[config.mk]
export PLATFORM = sky130hd
export DESIGN_NAME = fcr_cfg_regs
export DESIGN_NICKNAME = d
export VERILOG_FILES = /design/src/hdl/fcr_pkg.sv /design/src/hdl/fcr_cfg_regs.sv /design/src/hdl/fcr_pct_lut.sv
export SDC_FILE = /design/constraint.sdc
export NUM_CORES = 1
export LEC_CHECK = 0
export BUFFER_PORTS_ARGS = -buffer_cell sky130_fd_sc_hd__buf_2
export CAP_MARGIN = 5
export CORE_ASPECT_RATIO = 1.5
export CORE_MARGIN = 3
export CORE_UTILIZATION = 35
export DETAILED_ROUTE_END_ITERATION = 16
export SLEW_MARGIN = 5
export SYNTH_ARGS = -nofsm -noshare
export SYNTH_HDL_FRONTEND = slang
export SYNTH_HIERARCHICAL = 1
export SYNTH_SLANG_ARGS = --single-unit
[constraint.sdc]
create_clock -name mclk -period 7.95 [get_ports mclk]
set_input_delay 1.59 -clock mclk [delete_from_list [all_inputs] [get_ports mclk]]
set_output_delay 1.59 -clock mclk [all_outputs]
set_load 0.02 [all_outputs]
[src/hdl/fcr_pkg.sv]
// Package: register map, field layout and decode tables for the closed-loop config bank
package fcr_pkg;

  // ----------------------------------------------------------------
  // Bus geometry
  // ----------------------------------------------------------------
  localparam int          ADDR_W    = 8;
  localparam int          DATA_W    = 32;
  localparam logic [31:0] RESET_VAL = 32'h0000_0000;
  localparam logic [31:0] UNMAPPED  = 32'h0000_0000;

  // ----------------------------------------------------------------
  // Register indices as printed; byte address is four times the index
  // ----------------------------------------------------------------
  localparam logic [7:0] IDX_STOP_BRAKE = 8'h8A;
  localparam logic [7:0] IDX_CUR_GAIN   = 8'h8C;
  localparam logic [7:0] IDX_SPD_GAIN   = 8'h8E;

  // ----------------------------------------------------------------
  // Field positions
  // ----------------------------------------------------------------
  localparam int PAR_B      = 31;
  localparam int STOP_HI    = 30;
  localparam int STOP_LO    = 28;
  localparam int BRKT_HI    = 27;
  localparam int BRKT_LO    = 24;
  localparam int SPIN_HI    = 23;
  localparam int SPIN_LO    = 20;
  localparam int BRKS_HI    = 19;
  localparam int BRKS_LO    = 16;
  localparam int RES_HI     = 15;
  localparam int RES_LO     = 8;
  localparam int IND_HI     = 7;
  localparam int IND_LO     = 0;
  localparam int BEMF_HI    = 30;
  localparam int BEMF_LO    = 23;
  localparam int CKP_HI     = 22;
  localparam int CKP_LO     = 13;
  localparam int CKI_HI     = 12;
  localparam int CKI_LO     = 3;
  localparam int VKPH_HI    = 2;
  localparam int VKPH_LO    = 0;
  localparam int VKPL_HI    = 30;
  localparam int VKPL_LO    = 24;
  localparam int VKI_HI     = 23;
  localparam int VKI_LO     = 14;
  localparam int CEIL_HI    = 13;
  localparam int CEIL_LO    = 0;
  // Gain code split
  localparam int GSCL_HI    = 9;
  localparam int GSCL_LO    = 8;
  localparam int GVAL_HI    = 7;
  localparam int GVAL_LO    = 0;

  // ----------------------------------------------------------------
  // Stop methods and decode constants
  // ----------------------------------------------------------------
  typedef enum logic [2:0] {
    FCR_STOP_HIZ     = 3'h0,
    FCR_STOP_RECIRC  = 3'h1,
    FCR_STOP_LSBRAKE = 3'h2,
    FCR_STOP_SPINDN  = 3'h4
  } fcr_stop_e;

  localparam logic [2:0]  STOP_LSB_ALT  = 3'h3;
  localparam logic [13:0] CEIL_KNEE     = 14'h2580;  // 9600
  localparam int          CEIL_DIV_LO   = 6;
  localparam int          CEIL_SHIFT_HI = 2;         // divide by four
  localparam logic [13:0] CEIL_OFFSET   = 14'h0320;  // 800
  localparam logic [9:0]  GAIN_AUTO     = 10'h000;

  // Brake duration table in milliseconds, indexed by code
  localparam logic [13:0] BRK_MS [16] = '{
    14'h0001, 14'h0001, 14'h0001, 14'h0001, 14'h0001, 14'h0005, 14'h000A, 14'h0032,
    14'h0064, 14'h00FA, 14'h01F4, 14'h03E8, 14'h09C4, 14'h1388, 14'h2710, 14'h3A98};

  // Threshold table in tenths of a percent of the speed ceiling
  localparam logic [9:0] THR_PMIL [16] = '{
    10'h3E8, 10'h384, 10'h320, 10'h2BC, 10'h258, 10'h1F4, 10'h1C2, 10'h190,
    10'h15E, 10'h12C, 10'h0FA, 10'h0C8, 10'h096, 10'h064, 10'h032, 10'h019};

endpackage : fcr_pkg

[src/hdl/fcr_cfg_regs.sv]
// Closed-loop configuration register bank with Avalon-MM slave and field decode
// ----------------------------------------------------------------
// ----------------------------------------------------------------
//
// Chosen here: the Avalon-MM slave port.
`timescale 1ns/1ps
module fcr_cfg_regs (
  // Clock and reset
  input  wire logic        mclk,
  input  wire logic        rst,
  // Avalon-MM slave
  input  wire logic [9:0]  avs_address,
  input  wire logic        avs_read,
  input  wire logic        avs_write,
  input  wire logic [31:0] avs_writedata,
  input  wire logic [3:0]  avs_byteenable,
  output logic      [31:0] avs_readdata,
  output logic             avs_waitrequest,
  // Stop control
  output logic      [2:0]  stop_method,
  output logic      [13:0] stop_brake_ms,
  output logic      [9:0]  spindown_threshold,
  output logic      [9:0]  brake_threshold,
  // Motor model
  output logic      [7:0]  winding_resistance,
  output logic      [7:0]  winding_inductance,
  output logic      [7:0]  back_emf_constant,
  // Current loop
  output logic             current_gain_auto,
  output logic      [1:0]  current_prop_scale,
  output logic      [7:0]  current_prop_value,
  output logic      [1:0]  current_integ_scale,
  output logic      [7:0]  current_integ_value,
  // Velocity loop
  output logic      [1:0]  velocity_prop_scale,
  output logic      [7:0]  velocity_prop_value,
  output logic      [1:0]  velocity_integ_scale,
  output logic      [7:0]  velocity_integ_value,
  output logic      [13:0] speed_ceiling_hz
);

  // ----------------------------------------------------------------
  // Storage
  // ----------------------------------------------------------------
  logic [31:0] stop_brake_motor_param_cfg_r;
  logic [31:0] current_gain_bemf_cfg_r;
  logic [31:0] speed_gain_ceiling_cfg_r;
  logic        ack_r;
  logic [7:0]  widx;
  logic        word_ok;
  logic [31:0] bmask;
  logic        hit_stop;
  logic        hit_cur;
  logic        hit_spd;
  logic        req;

  // ----------------------------------------------------------------
  // Bus decode
  // ----------------------------------------------------------------
  // One wait cycle per access: answer comes on the edge after the request shows
  assign req      = avs_read | avs_write;
  assign word_ok  = (avs_address[1:0] == 2'h0);
  assign widx     = avs_address[9:2];
  assign hit_stop = word_ok && (widx == fcr_pkg::IDX_STOP_BRAKE);
  assign hit_cur  = word_ok && (widx == fcr_pkg::IDX_CUR_GAIN);
  assign hit_spd  = word_ok && (widx == fcr_pkg::IDX_SPD_GAIN);
  assign avs_waitrequest = req & ~ack_r;

  always_comb begin
    for (int i = 0; i < 4; i++) begin
      bmask[i*8 +: 8] = avs_byteenable[i] ? 8'hFF : 8'h00;
    end
  end

  always_ff @(posedge mclk or posedge rst) begin
    if (rst) begin
      ack_r <= 1'b0;
    end else begin
      ack_r <= req & ~ack_r;
    end
  end

  // ----------------------------------------------------------------
  // Register writes; every bit including 31 is plain read/write
  // ----------------------------------------------------------------
  // A write lands on the edge at which waitrequest is seen low
  always_ff @(posedge mclk or posedge rst) begin
    if (rst) begin
      stop_brake_motor_param_cfg_r <= fcr_pkg::RESET_VAL;
    end else if (avs_write && ack_r && hit_stop) begin
      // Parity bit stored as is, its rule being unknown
      stop_brake_motor_param_cfg_r <= (stop_brake_motor_param_cfg_r & ~bmask)
                                      | (avs_writedata & bmask);
    end
  end

  always_ff @(posedge mclk or posedge rst) begin
    if (rst) begin
      current_gain_bemf_cfg_r <= fcr_pkg::RESET_VAL;
    end else if (avs_write && ack_r && hit_cur) begin
      current_gain_bemf_cfg_r <= (current_gain_bemf_cfg_r & ~bmask)
                                 | (avs_writedata & bmask);
    end
  end

  always_ff @(posedge mclk or posedge rst) begin
    if (rst) begin
      speed_gain_ceiling_cfg_r <= fcr_pkg::RESET_VAL;
    end else if (avs_write && ack_r && hit_spd) begin
      speed_gain_ceiling_cfg_r <= (speed_gain_ceiling_cfg_r & ~bmask)
                                  | (avs_writedata & bmask);
    end
  end

  // ----------------------------------------------------------------
  // Read data, registered and held until the next read
  // ----------------------------------------------------------------
  always_ff @(posedge mclk or posedge rst) begin
    if (rst) begin
      avs_readdata <= fcr_pkg::UNMAPPED;
    end else if (avs_read && !ack_r) begin
      if (hit_stop) begin
        avs_readdata <= stop_brake_motor_param_cfg_r;
      end else if (hit_cur) begin
        avs_readdata <= current_gain_bemf_cfg_r;
      end else if (hit_spd) begin
        avs_readdata <= speed_gain_ceiling_cfg_r;
      end else begin
        avs_readdata <= fcr_pkg::UNMAPPED;
      end
    end
  end

  // ----------------------------------------------------------------
  // Field decode, combinational
  // ----------------------------------------------------------------
  logic [2:0]  stop_code;
  logic [2:0]  stop_nxt;
  logic [3:0]  brk_code;
  logic [9:0]  cur_kp;
  logic [9:0]  cur_ki;
  logic [9:0]  vel_kp;
  logic [9:0]  vel_ki;
  logic [13:0] ceil_code;
  logic [13:0] ceil_nxt;

  assign stop_code = stop_brake_motor_param_cfg_r[fcr_pkg::STOP_HI:fcr_pkg::STOP_LO];
  assign brk_code  = stop_brake_motor_param_cfg_r[fcr_pkg::BRKT_HI:fcr_pkg::BRKT_LO];

  always_comb begin
    unique case (stop_code)
      3'h0:    stop_nxt = 3'(fcr_pkg::FCR_STOP_HIZ);
      3'h1:    stop_nxt = 3'(fcr_pkg::FCR_STOP_RECIRC);
      3'h2:    stop_nxt = 3'(fcr_pkg::FCR_STOP_LSBRAKE);
      fcr_pkg::STOP_LSB_ALT:
               stop_nxt = 3'(fcr_pkg::FCR_STOP_LSBRAKE);
      3'h4:    stop_nxt = 3'(fcr_pkg::FCR_STOP_SPINDN);
      // Undefined codes fall back to hi-z so drivers never float oddly
      default: stop_nxt = 3'(fcr_pkg::FCR_STOP_HIZ);
    endcase
  end

  assign cur_kp = current_gain_bemf_cfg_r[fcr_pkg::CKP_HI:fcr_pkg::CKP_LO];
  assign cur_ki = current_gain_bemf_cfg_r[fcr_pkg::CKI_HI:fcr_pkg::CKI_LO];
  // Upper three bits from the second register, lower seven from the third
  assign vel_kp = {current_gain_bemf_cfg_r[fcr_pkg::VKPH_HI:fcr_pkg::VKPH_LO],
                   speed_gain_ceiling_cfg_r[fcr_pkg::VKPL_HI:fcr_pkg::VKPL_LO]};
  assign vel_ki = speed_gain_ceiling_cfg_r[fcr_pkg::VKI_HI:fcr_pkg::VKI_LO];
  assign ceil_code = speed_gain_ceiling_cfg_r[fcr_pkg::CEIL_HI:fcr_pkg::CEIL_LO];

  // Integer hertz; fractional part dropped to keep the datapath small
  always_comb begin
    if (ceil_code <= fcr_pkg::CEIL_KNEE) begin
      ceil_nxt = 14'(ceil_code / 14'(fcr_pkg::CEIL_DIV_LO));
    end else begin
      ceil_nxt = 14'((ceil_code >> fcr_pkg::CEIL_SHIFT_HI) - fcr_pkg::CEIL_OFFSET);
    end
  end

  logic [9:0] spin_pm;
  logic [9:0] brake_pm;

  fcr_pct_lut u_spin_lut (
    .code     (stop_brake_motor_param_cfg_r[fcr_pkg::SPIN_HI:fcr_pkg::SPIN_LO]),
    .permille (spin_pm)
  );

  fcr_pct_lut u_brake_lut (
    .code     (stop_brake_motor_param_cfg_r[fcr_pkg::BRKS_HI:fcr_pkg::BRKS_LO]),
    .permille (brake_pm)
  );

  // ----------------------------------------------------------------
  // Registered outputs toward the control algorithm
  // ----------------------------------------------------------------
  // One block per concern; each output trails its field by one clock

  // ----------------------------------------------------------------
  // Stop control
  // ----------------------------------------------------------------
  always_ff @(posedge mclk or posedge rst) begin
    if (rst) begin
      stop_method <= 3'h0;
    end else begin
      stop_method <= stop_nxt;
    end
  end

  always_ff @(posedge mclk or posedge rst) begin
    if (rst) begin
      stop_brake_ms <= 14'h0000;
    end else begin
      stop_brake_ms <= fcr_pkg::BRK_MS[brk_code];
    end
  end

  always_ff @(posedge mclk or posedge rst) begin
    if (rst) begin
      spindown_threshold <= 10'h000;
    end else begin
      spindown_threshold <= spin_pm;
    end
  end

  always_ff @(posedge mclk or posedge rst) begin
    if (rst) begin
      brake_threshold <= 10'h000;
    end else begin
      brake_threshold <= brake_pm;
    end
  end

  // ----------------------------------------------------------------
  // Motor model
  // ----------------------------------------------------------------
  always_ff @(posedge mclk or posedge rst) begin
    if (rst) begin
      winding_resistance <= 8'h00;
    end else begin
      winding_resistance <=
        stop_brake_motor_param_cfg_r[fcr_pkg::RES_HI:fcr_pkg::RES_LO];
    end
  end

  always_ff @(posedge mclk or posedge rst) begin
    if (rst) begin
      winding_inductance <= 8'h00;
    end else begin
      winding_inductance <=
        stop_brake_motor_param_cfg_r[fcr_pkg::IND_HI:fcr_pkg::IND_LO];
    end
  end

  always_ff @(posedge mclk or posedge rst) begin
    if (rst) begin
      back_emf_constant <= 8'h00;
    end else begin
      back_emf_constant <=
        current_gain_bemf_cfg_r[fcr_pkg::BEMF_HI:fcr_pkg::BEMF_LO];
    end
  end

  // ----------------------------------------------------------------
  // Current loop
  // ----------------------------------------------------------------
  always_ff @(posedge mclk or posedge rst) begin
    if (rst) begin
      current_gain_auto <= 1'b1;
    end else begin
      // Either field at zero hands both gains to the automatic calculation
      current_gain_auto <= (cur_kp == fcr_pkg::GAIN_AUTO)
                           || (cur_ki == fcr_pkg::GAIN_AUTO);
    end
  end

  always_ff @(posedge mclk or posedge rst) begin
    if (rst) begin
      current_prop_scale <= 2'h0;
    end else begin
      current_prop_scale <= cur_kp[fcr_pkg::GSCL_HI:fcr_pkg::GSCL_LO];
    end
  end

  always_ff @(posedge mclk or posedge rst) begin
    if (rst) begin
      current_prop_value <= 8'h00;
    end else begin
      current_prop_value <= cur_kp[fcr_pkg::GVAL_HI:fcr_pkg::GVAL_LO];
    end
  end

  always_ff @(posedge mclk or posedge rst) begin
    if (rst) begin
      current_integ_scale <= 2'h0;
    end else begin
      current_integ_scale <= cur_ki[fcr_pkg::GSCL_HI:fcr_pkg::GSCL_LO];
    end
  end

  always_ff @(posedge mclk or posedge rst) begin
    if (rst) begin
      current_integ_value <= 8'h00;
    end else begin
      current_integ_value <= cur_ki[fcr_pkg::GVAL_HI:fcr_pkg::GVAL_LO];
    end
  end

  // ----------------------------------------------------------------
  // Velocity loop
  // ----------------------------------------------------------------
  always_ff @(posedge mclk or posedge rst) begin
    if (rst) begin
      velocity_prop_scale <= 2'h0;
      velocity_prop_value <= 8'h00;
    end else begin
      velocity_prop_scale <= vel_kp[fcr_pkg::GSCL_HI:fcr_pkg::GSCL_LO];
      velocity_prop_value <= vel_kp[fcr_pkg::GVAL_HI:fcr_pkg::GVAL_LO];
    end
  end

  always_ff @(posedge mclk or posedge rst) begin
    if (rst) begin
      velocity_integ_scale <= 2'h0;
      velocity_integ_value <= 8'h00;
    end else begin
      velocity_integ_scale <= vel_ki[fcr_pkg::GSCL_HI:fcr_pkg::GSCL_LO];
      velocity_integ_value <= vel_ki[fcr_pkg::GVAL_HI:fcr_pkg::GVAL_LO];
    end
  end

  always_ff @(posedge mclk or posedge rst) begin
    if (rst) begin
      speed_ceiling_hz <= 14'h0000;
    end else begin
      speed_ceiling_hz <= ceil_nxt;
    end
  end

endmodule : fcr_cfg_regs

[src/hdl/fcr_pct_lut.sv]
// Threshold code to per-mille of the speed ceiling
`timescale 1ns/1ps
module fcr_pct_lut (
  // Code in
  input  wire logic [3:0] code,
  // Per-mille out
  output logic      [9:0] permille
);
  assign permille = fcr_pkg::THR_PMIL[code];
endmodule : fcr_pct_lut

; Yosys cells after proc, flatten, opt, wreduce, memory -nomap -nowiden
; Memory sizes are Yosys's and may differ from the RTL's. A register that Yosys moved wholly into a read port is not among the register bits.
; Index checks and enable logic that the tools add are counted.
[totals]
out_inout_bits = 149
regBits = 211
mem_count = 3
romBits = 544
wordCells = 69
inputBits = 50
[mem_list]
columns = memory, words, word_bits, rd, rd_clocked_by_memory_dff, write_ports, line
row1 = (no name shown), 16, 14, 1, 1, 0, fcr_cfg_regs.sv:213  ; stop_brake_ms <= fcr_pkg::BRK_MS[brk_code];
row2 = (no name shown), 16, 10, 1, 1, 0, fcr_pct_lut.sv:9  ; assign permille = fcr_pkg::THR_PMIL[code];
row3 = (no name shown), 16, 10, 1, 1, 0, fcr_pct_lut.sv:9
[op_classes]
bitwise = 14
muxes = 9
n_reduce_logical = 14
n_lt_le_gt_ge = 1
n_addsub = 1
n_eq_ne = 7
div = 1
[ops]
columns = operator, count
row1 = 32-bit bitwise AND, 4
row2 = 32-bit two-way mux, 3
row3 = 32-bit OR, 3
row4 = 8-bit two-way mux, 4
row5 = 32-bit NOT, 1
row6 = "8-bit == test, second input constant", 3
row7 = 10-bit logical NOT, 2
row8 = 4-bit NOT with 5-bit output, 3
row9 = "14-bit by 3-bit divider with 14-bit output, second input constant", 1
row10 = "14-bit less-or-equal comparator, second input constant", 1
row11 = 14-bit two-way mux, 1
row12 = "12-bit by 10-bit subtractor with 13-bit output, second input constant", 1
row13 = 3-bit one-hot mux with 3 select lines, 1
row14 = 1-bit logical AND, 8
row15 = "3-bit by 2-bit == test with 1-bit output, second input constant", 2
row16 = "3-bit by 1-bit == test with 1-bit output, second input constant", 1
row17 = "3-bit == test, second input constant", 1
row18 = 2-bit logical NOT, 1
row19 = 2-bit OR reduction, 1
row20 = 1-bit bitwise AND, 1
row21 = 1-bit logical NOT, 1
row22 = 1-bit logical OR, 1
row23 = 1-bit NOT, 1
row24 = 1-bit OR, 1

; Longest topological paths before layout
[logic_depth]
ltp_word = 5
ltp_mapped = 13
depth_no_buf = 9

; Hierarchy
; The synthesis kept the hierarchy.
[by_module_without_submodules]
columns = mod, cells_per_inst, seq_area_each_um2, area_each_um2, n_inst
row1 = fcr_cfg_regs, 799, 6107.1, 9974.6, 1
row2 = fcr_pct_lut (u_brake_lut), 44, 0.0, 319.1, 1
row3 = fcr_pct_lut (u_spin_lut), 45, 0.0, 290.3, 1

; Least setup slack after synthesis
; No wires, ideal clock.
[synth_path]
path_kind = input to output
start = input avs_write
end = output avs_waitrequest
stages = 2
t_required_ps = 6360
arrival_ps = 1920
n_path_buf = 0
setup_slack_ps = 4440
cell_sequence = nor2_1 nor2_1
[synth_via]
elab_chain_cells = 2
[synth_lines]
columns = element, line
row1 = from (decl), fcr_cfg_regs.sv:14  ; input wire logic avs_write,
row2 = 1-bit OR, fcr_cfg_regs.sv:61  ; assign req = avs_read | avs_write;
row3 = 1-bit bitwise AND, fcr_cfg_regs.sv:67  ; assign avs_waitrequest = req & ~ack_r;
row4 = to (decl), fcr_cfg_regs.sv:18  ; output logic avs_waitrequest,
; Every way passes these cells.

==> flow_summary.json <==
{
  "leakage_nw": 6.43,
  "cts_hold_buf": 0,
  "place.gp.congestion": 0.912,
  "maxCapViolCount": 0,
  "wl_um": 28300,
  "overflow": 0,
  "pre_cts_ws_ns": 4.00,
  "vias": 7591,
  "die_height_um": 219,
  "synth_area_per_cell_sq_um": 11.9,
  "synth_edf_count": 0,
  "grt_usage": 0.171,
  "fin_nets": 1133,
  "setup_violations": 0,
  "antenna_found_initial": 4,
  "syn_area_sq_um": 10600,
  "post_cts_buffers": 0,
  "ys_seq_elements": 244,
  "relSlewSlack": 0.394,
  "cts_resized": 0,
  "firstDrtPassIters": 5,
  "grt_max_degree": 143,
  "ys.warnings.count": 6,
  "drc": 0,
  "syn_to_final_growth_pct": 19.5,
  "setup_ws_ns": 4.27,
  "dr.first_iter.drc_count": 359,
  "ys.flop_type": "dfrtp_1",
  "critical_path_required_ns": 8.37,
  "synth_cell_type_count": 78,
  "hp-class": "flop to flop",
  "crit_path_start_kind": "flop",
  "wl_per_cell_um": 19.2,
  "fin_crit_sh": 0.463,
  "max-vdd-ir-drop_mv": 0.156,
  "ys_seq_area_frac": 0.577,
  "syn-instance-count": 888,
  "layout_commonest_cell": "dfrtp_1",
  "io_pins": 199,
  "worst_pin_slew_ns": 0.909,
  "fin_crit_ns": 3.68,
  "drive_above_1_share": 0.354,
  "clock_path_buffers": 3,
  "final_cell_mix": "243 x dfrtp_1, 198 x buf_2, 126 x mux2_2, 87 x nand2_1, 58 x o21ai_0",
  "fmax_ghz": 0.272,
  "path_max_fanout": 30,
  "start_util": 0.357,
  "root_buffer": "clkbuf_16",
  "die_area_sq_um": 32400,
  "synth_nets": 958,
  "htreeDepth": 1,
  "fin_setup_tns_ns": 0,
  "skew_ns": 0.0113,
  "rows": 77,
  "portBuffers": 198,
  "fp.coreArea_sq_um": 29700,
  "insertion_delay_ns": 0.52,
  "maxSlewViolCount": 0,
  "tritoncts": "built",
  "path_clk_slew_ns": 0.07,
  "numCtsBuffers": 25,
  "endpoint_kind": "flop",
  "grt_pass1_wl_um": 43900,
  "hold_viol_final": 0,
  "critPathKind": "flop to flop",
  "async_reset_ff_frac": 1.00,
  "die_x_um": 148,
  "via_per_inst": 5.15,
  "cp.arrival_ns": 4.10,
  "hpwl_um": 19700,
  "ant_nets": 0,
  "outcome": "complete, no violations",
  "rsz0062_at_grt": "false",
  "power_density_nw_per_um2": 195,
  "grt_pass1_vias": 7746,
  "cts_sinks": 244
}
synthesized netlist by cell type, types with 5 or more instances:
cell type,number,share of area
a211oi_1,8,0.0057
a21oi_1,36,0.017
a22oi_1,38,0.027
a31oi_1,6,0.0035
and2_1,5,0.0030
and3_1,6,0.0035
buf_1,7,0.0025
buf_2,7,0.0033
clkbuf_1,32,0.011
dfrtp_1,243,0.57
ha_1,20,0.024
inv_1,20,0.0071
mux2_2,126,0.13
mux2i_1,7,0.0066
nand2_1,87,0.031
nand2b_1,9,0.0053
nand3_1,11,0.0052
nor2_1,44,0.016
nor2b_1,9,0.0053
nor3_1,7,0.0033
o21ai_0,58,0.027
o21ai_1,6,0.0028
through the flow:
step	std cells	power, W	cell area [sq um]	util	hold slack (ns)
4_1_cts	1472	0.00250	12600	0.426	0.395
2_1_floorplan	888	0.00133	10600	-	0.364
3_5_place_dp	1431	0.00137	11900	0.400	0.382
6_report	1475	0.00247	12600	0.426	0.397
3_3_place_gp	1431	0.00137	11900	0.400	0.374
5_1_grt	1473	0.00256	12600	0.426	0.409
area by class of cell:
cell class                 count  area [sq um]
multi-input combinational    567          4130
fill                        2935         17000
timing repair buffer         204          1050
clock buffer                  37           731
tap                          395           494
antenna                        3          7.51
sequential                   244          6110
clock inverter                 4          45.0
inverter                      21          82.6
final timing paths:
kind	startpoint	to	slack, ns	depth (start not counted)
setup reg to reg	flop	speed_ceiling_hz[0]	4.27	9
hold / removal	flop	velocity_integ_value[4]	0.40	0
hold reg to reg	flop	velocity_integ_value[4]	0.40	0
setup / recovery	flop	speed_ceiling_hz[0]	4.27	9
max in group asynchronous	rst	async pin	5.45	3
min in group asynchronous	rst	winding_resistance[5]	1.16	2
kinds of logic (layout without fill, tap and decap cells):
group	Yosys count	count (layout)	share of synthesized area
other cells	1	4	0.000354
simple gates	205	205	0.0920
fa+ha+maj	20	20	0.0236
flops	244	244	0.577
compound gates	203	203	0.129
buf+inv	77	266	0.0336
xor+xnor	5	5	0.00414
mux	133	133	0.141
routing by layer:
metal	global-route usage	vias up	routed length [um]
met5	0	-	21
met4	0.0496	4	657
met3	0.0269	54	1480
met2	0.319	209	15100
met1	0.203	3807	11100
li1	-	3517	-
critical path, stage by stage, from the launching register on:
cell and delay (ns):
dfrtp_1 0.94, inv_1 0.34, a211o_1 0.35, a32oi_2 0.30, and2_1 0.41, nand2_1 0.20
a211oi_1 0.34, or3_1 0.30, mux2i_1 0.12, nor4_2 0.27
report_power, final:
part / switching, W / leakage [nW] / internal (W) / total [W]
registers: 0.00000532 / 3.33 / 0.00125 / 0.00125
logic: 0.0000654 / 2.71 / 0.0000244 / 0.0000898
clock network: 0.000467 / 0.384 / 0.000661 / 0.00113
total: 0.000537 / 6.43 / 0.00193 / 0.00247
Note: power is estimated with default switching activity, not from simulation.
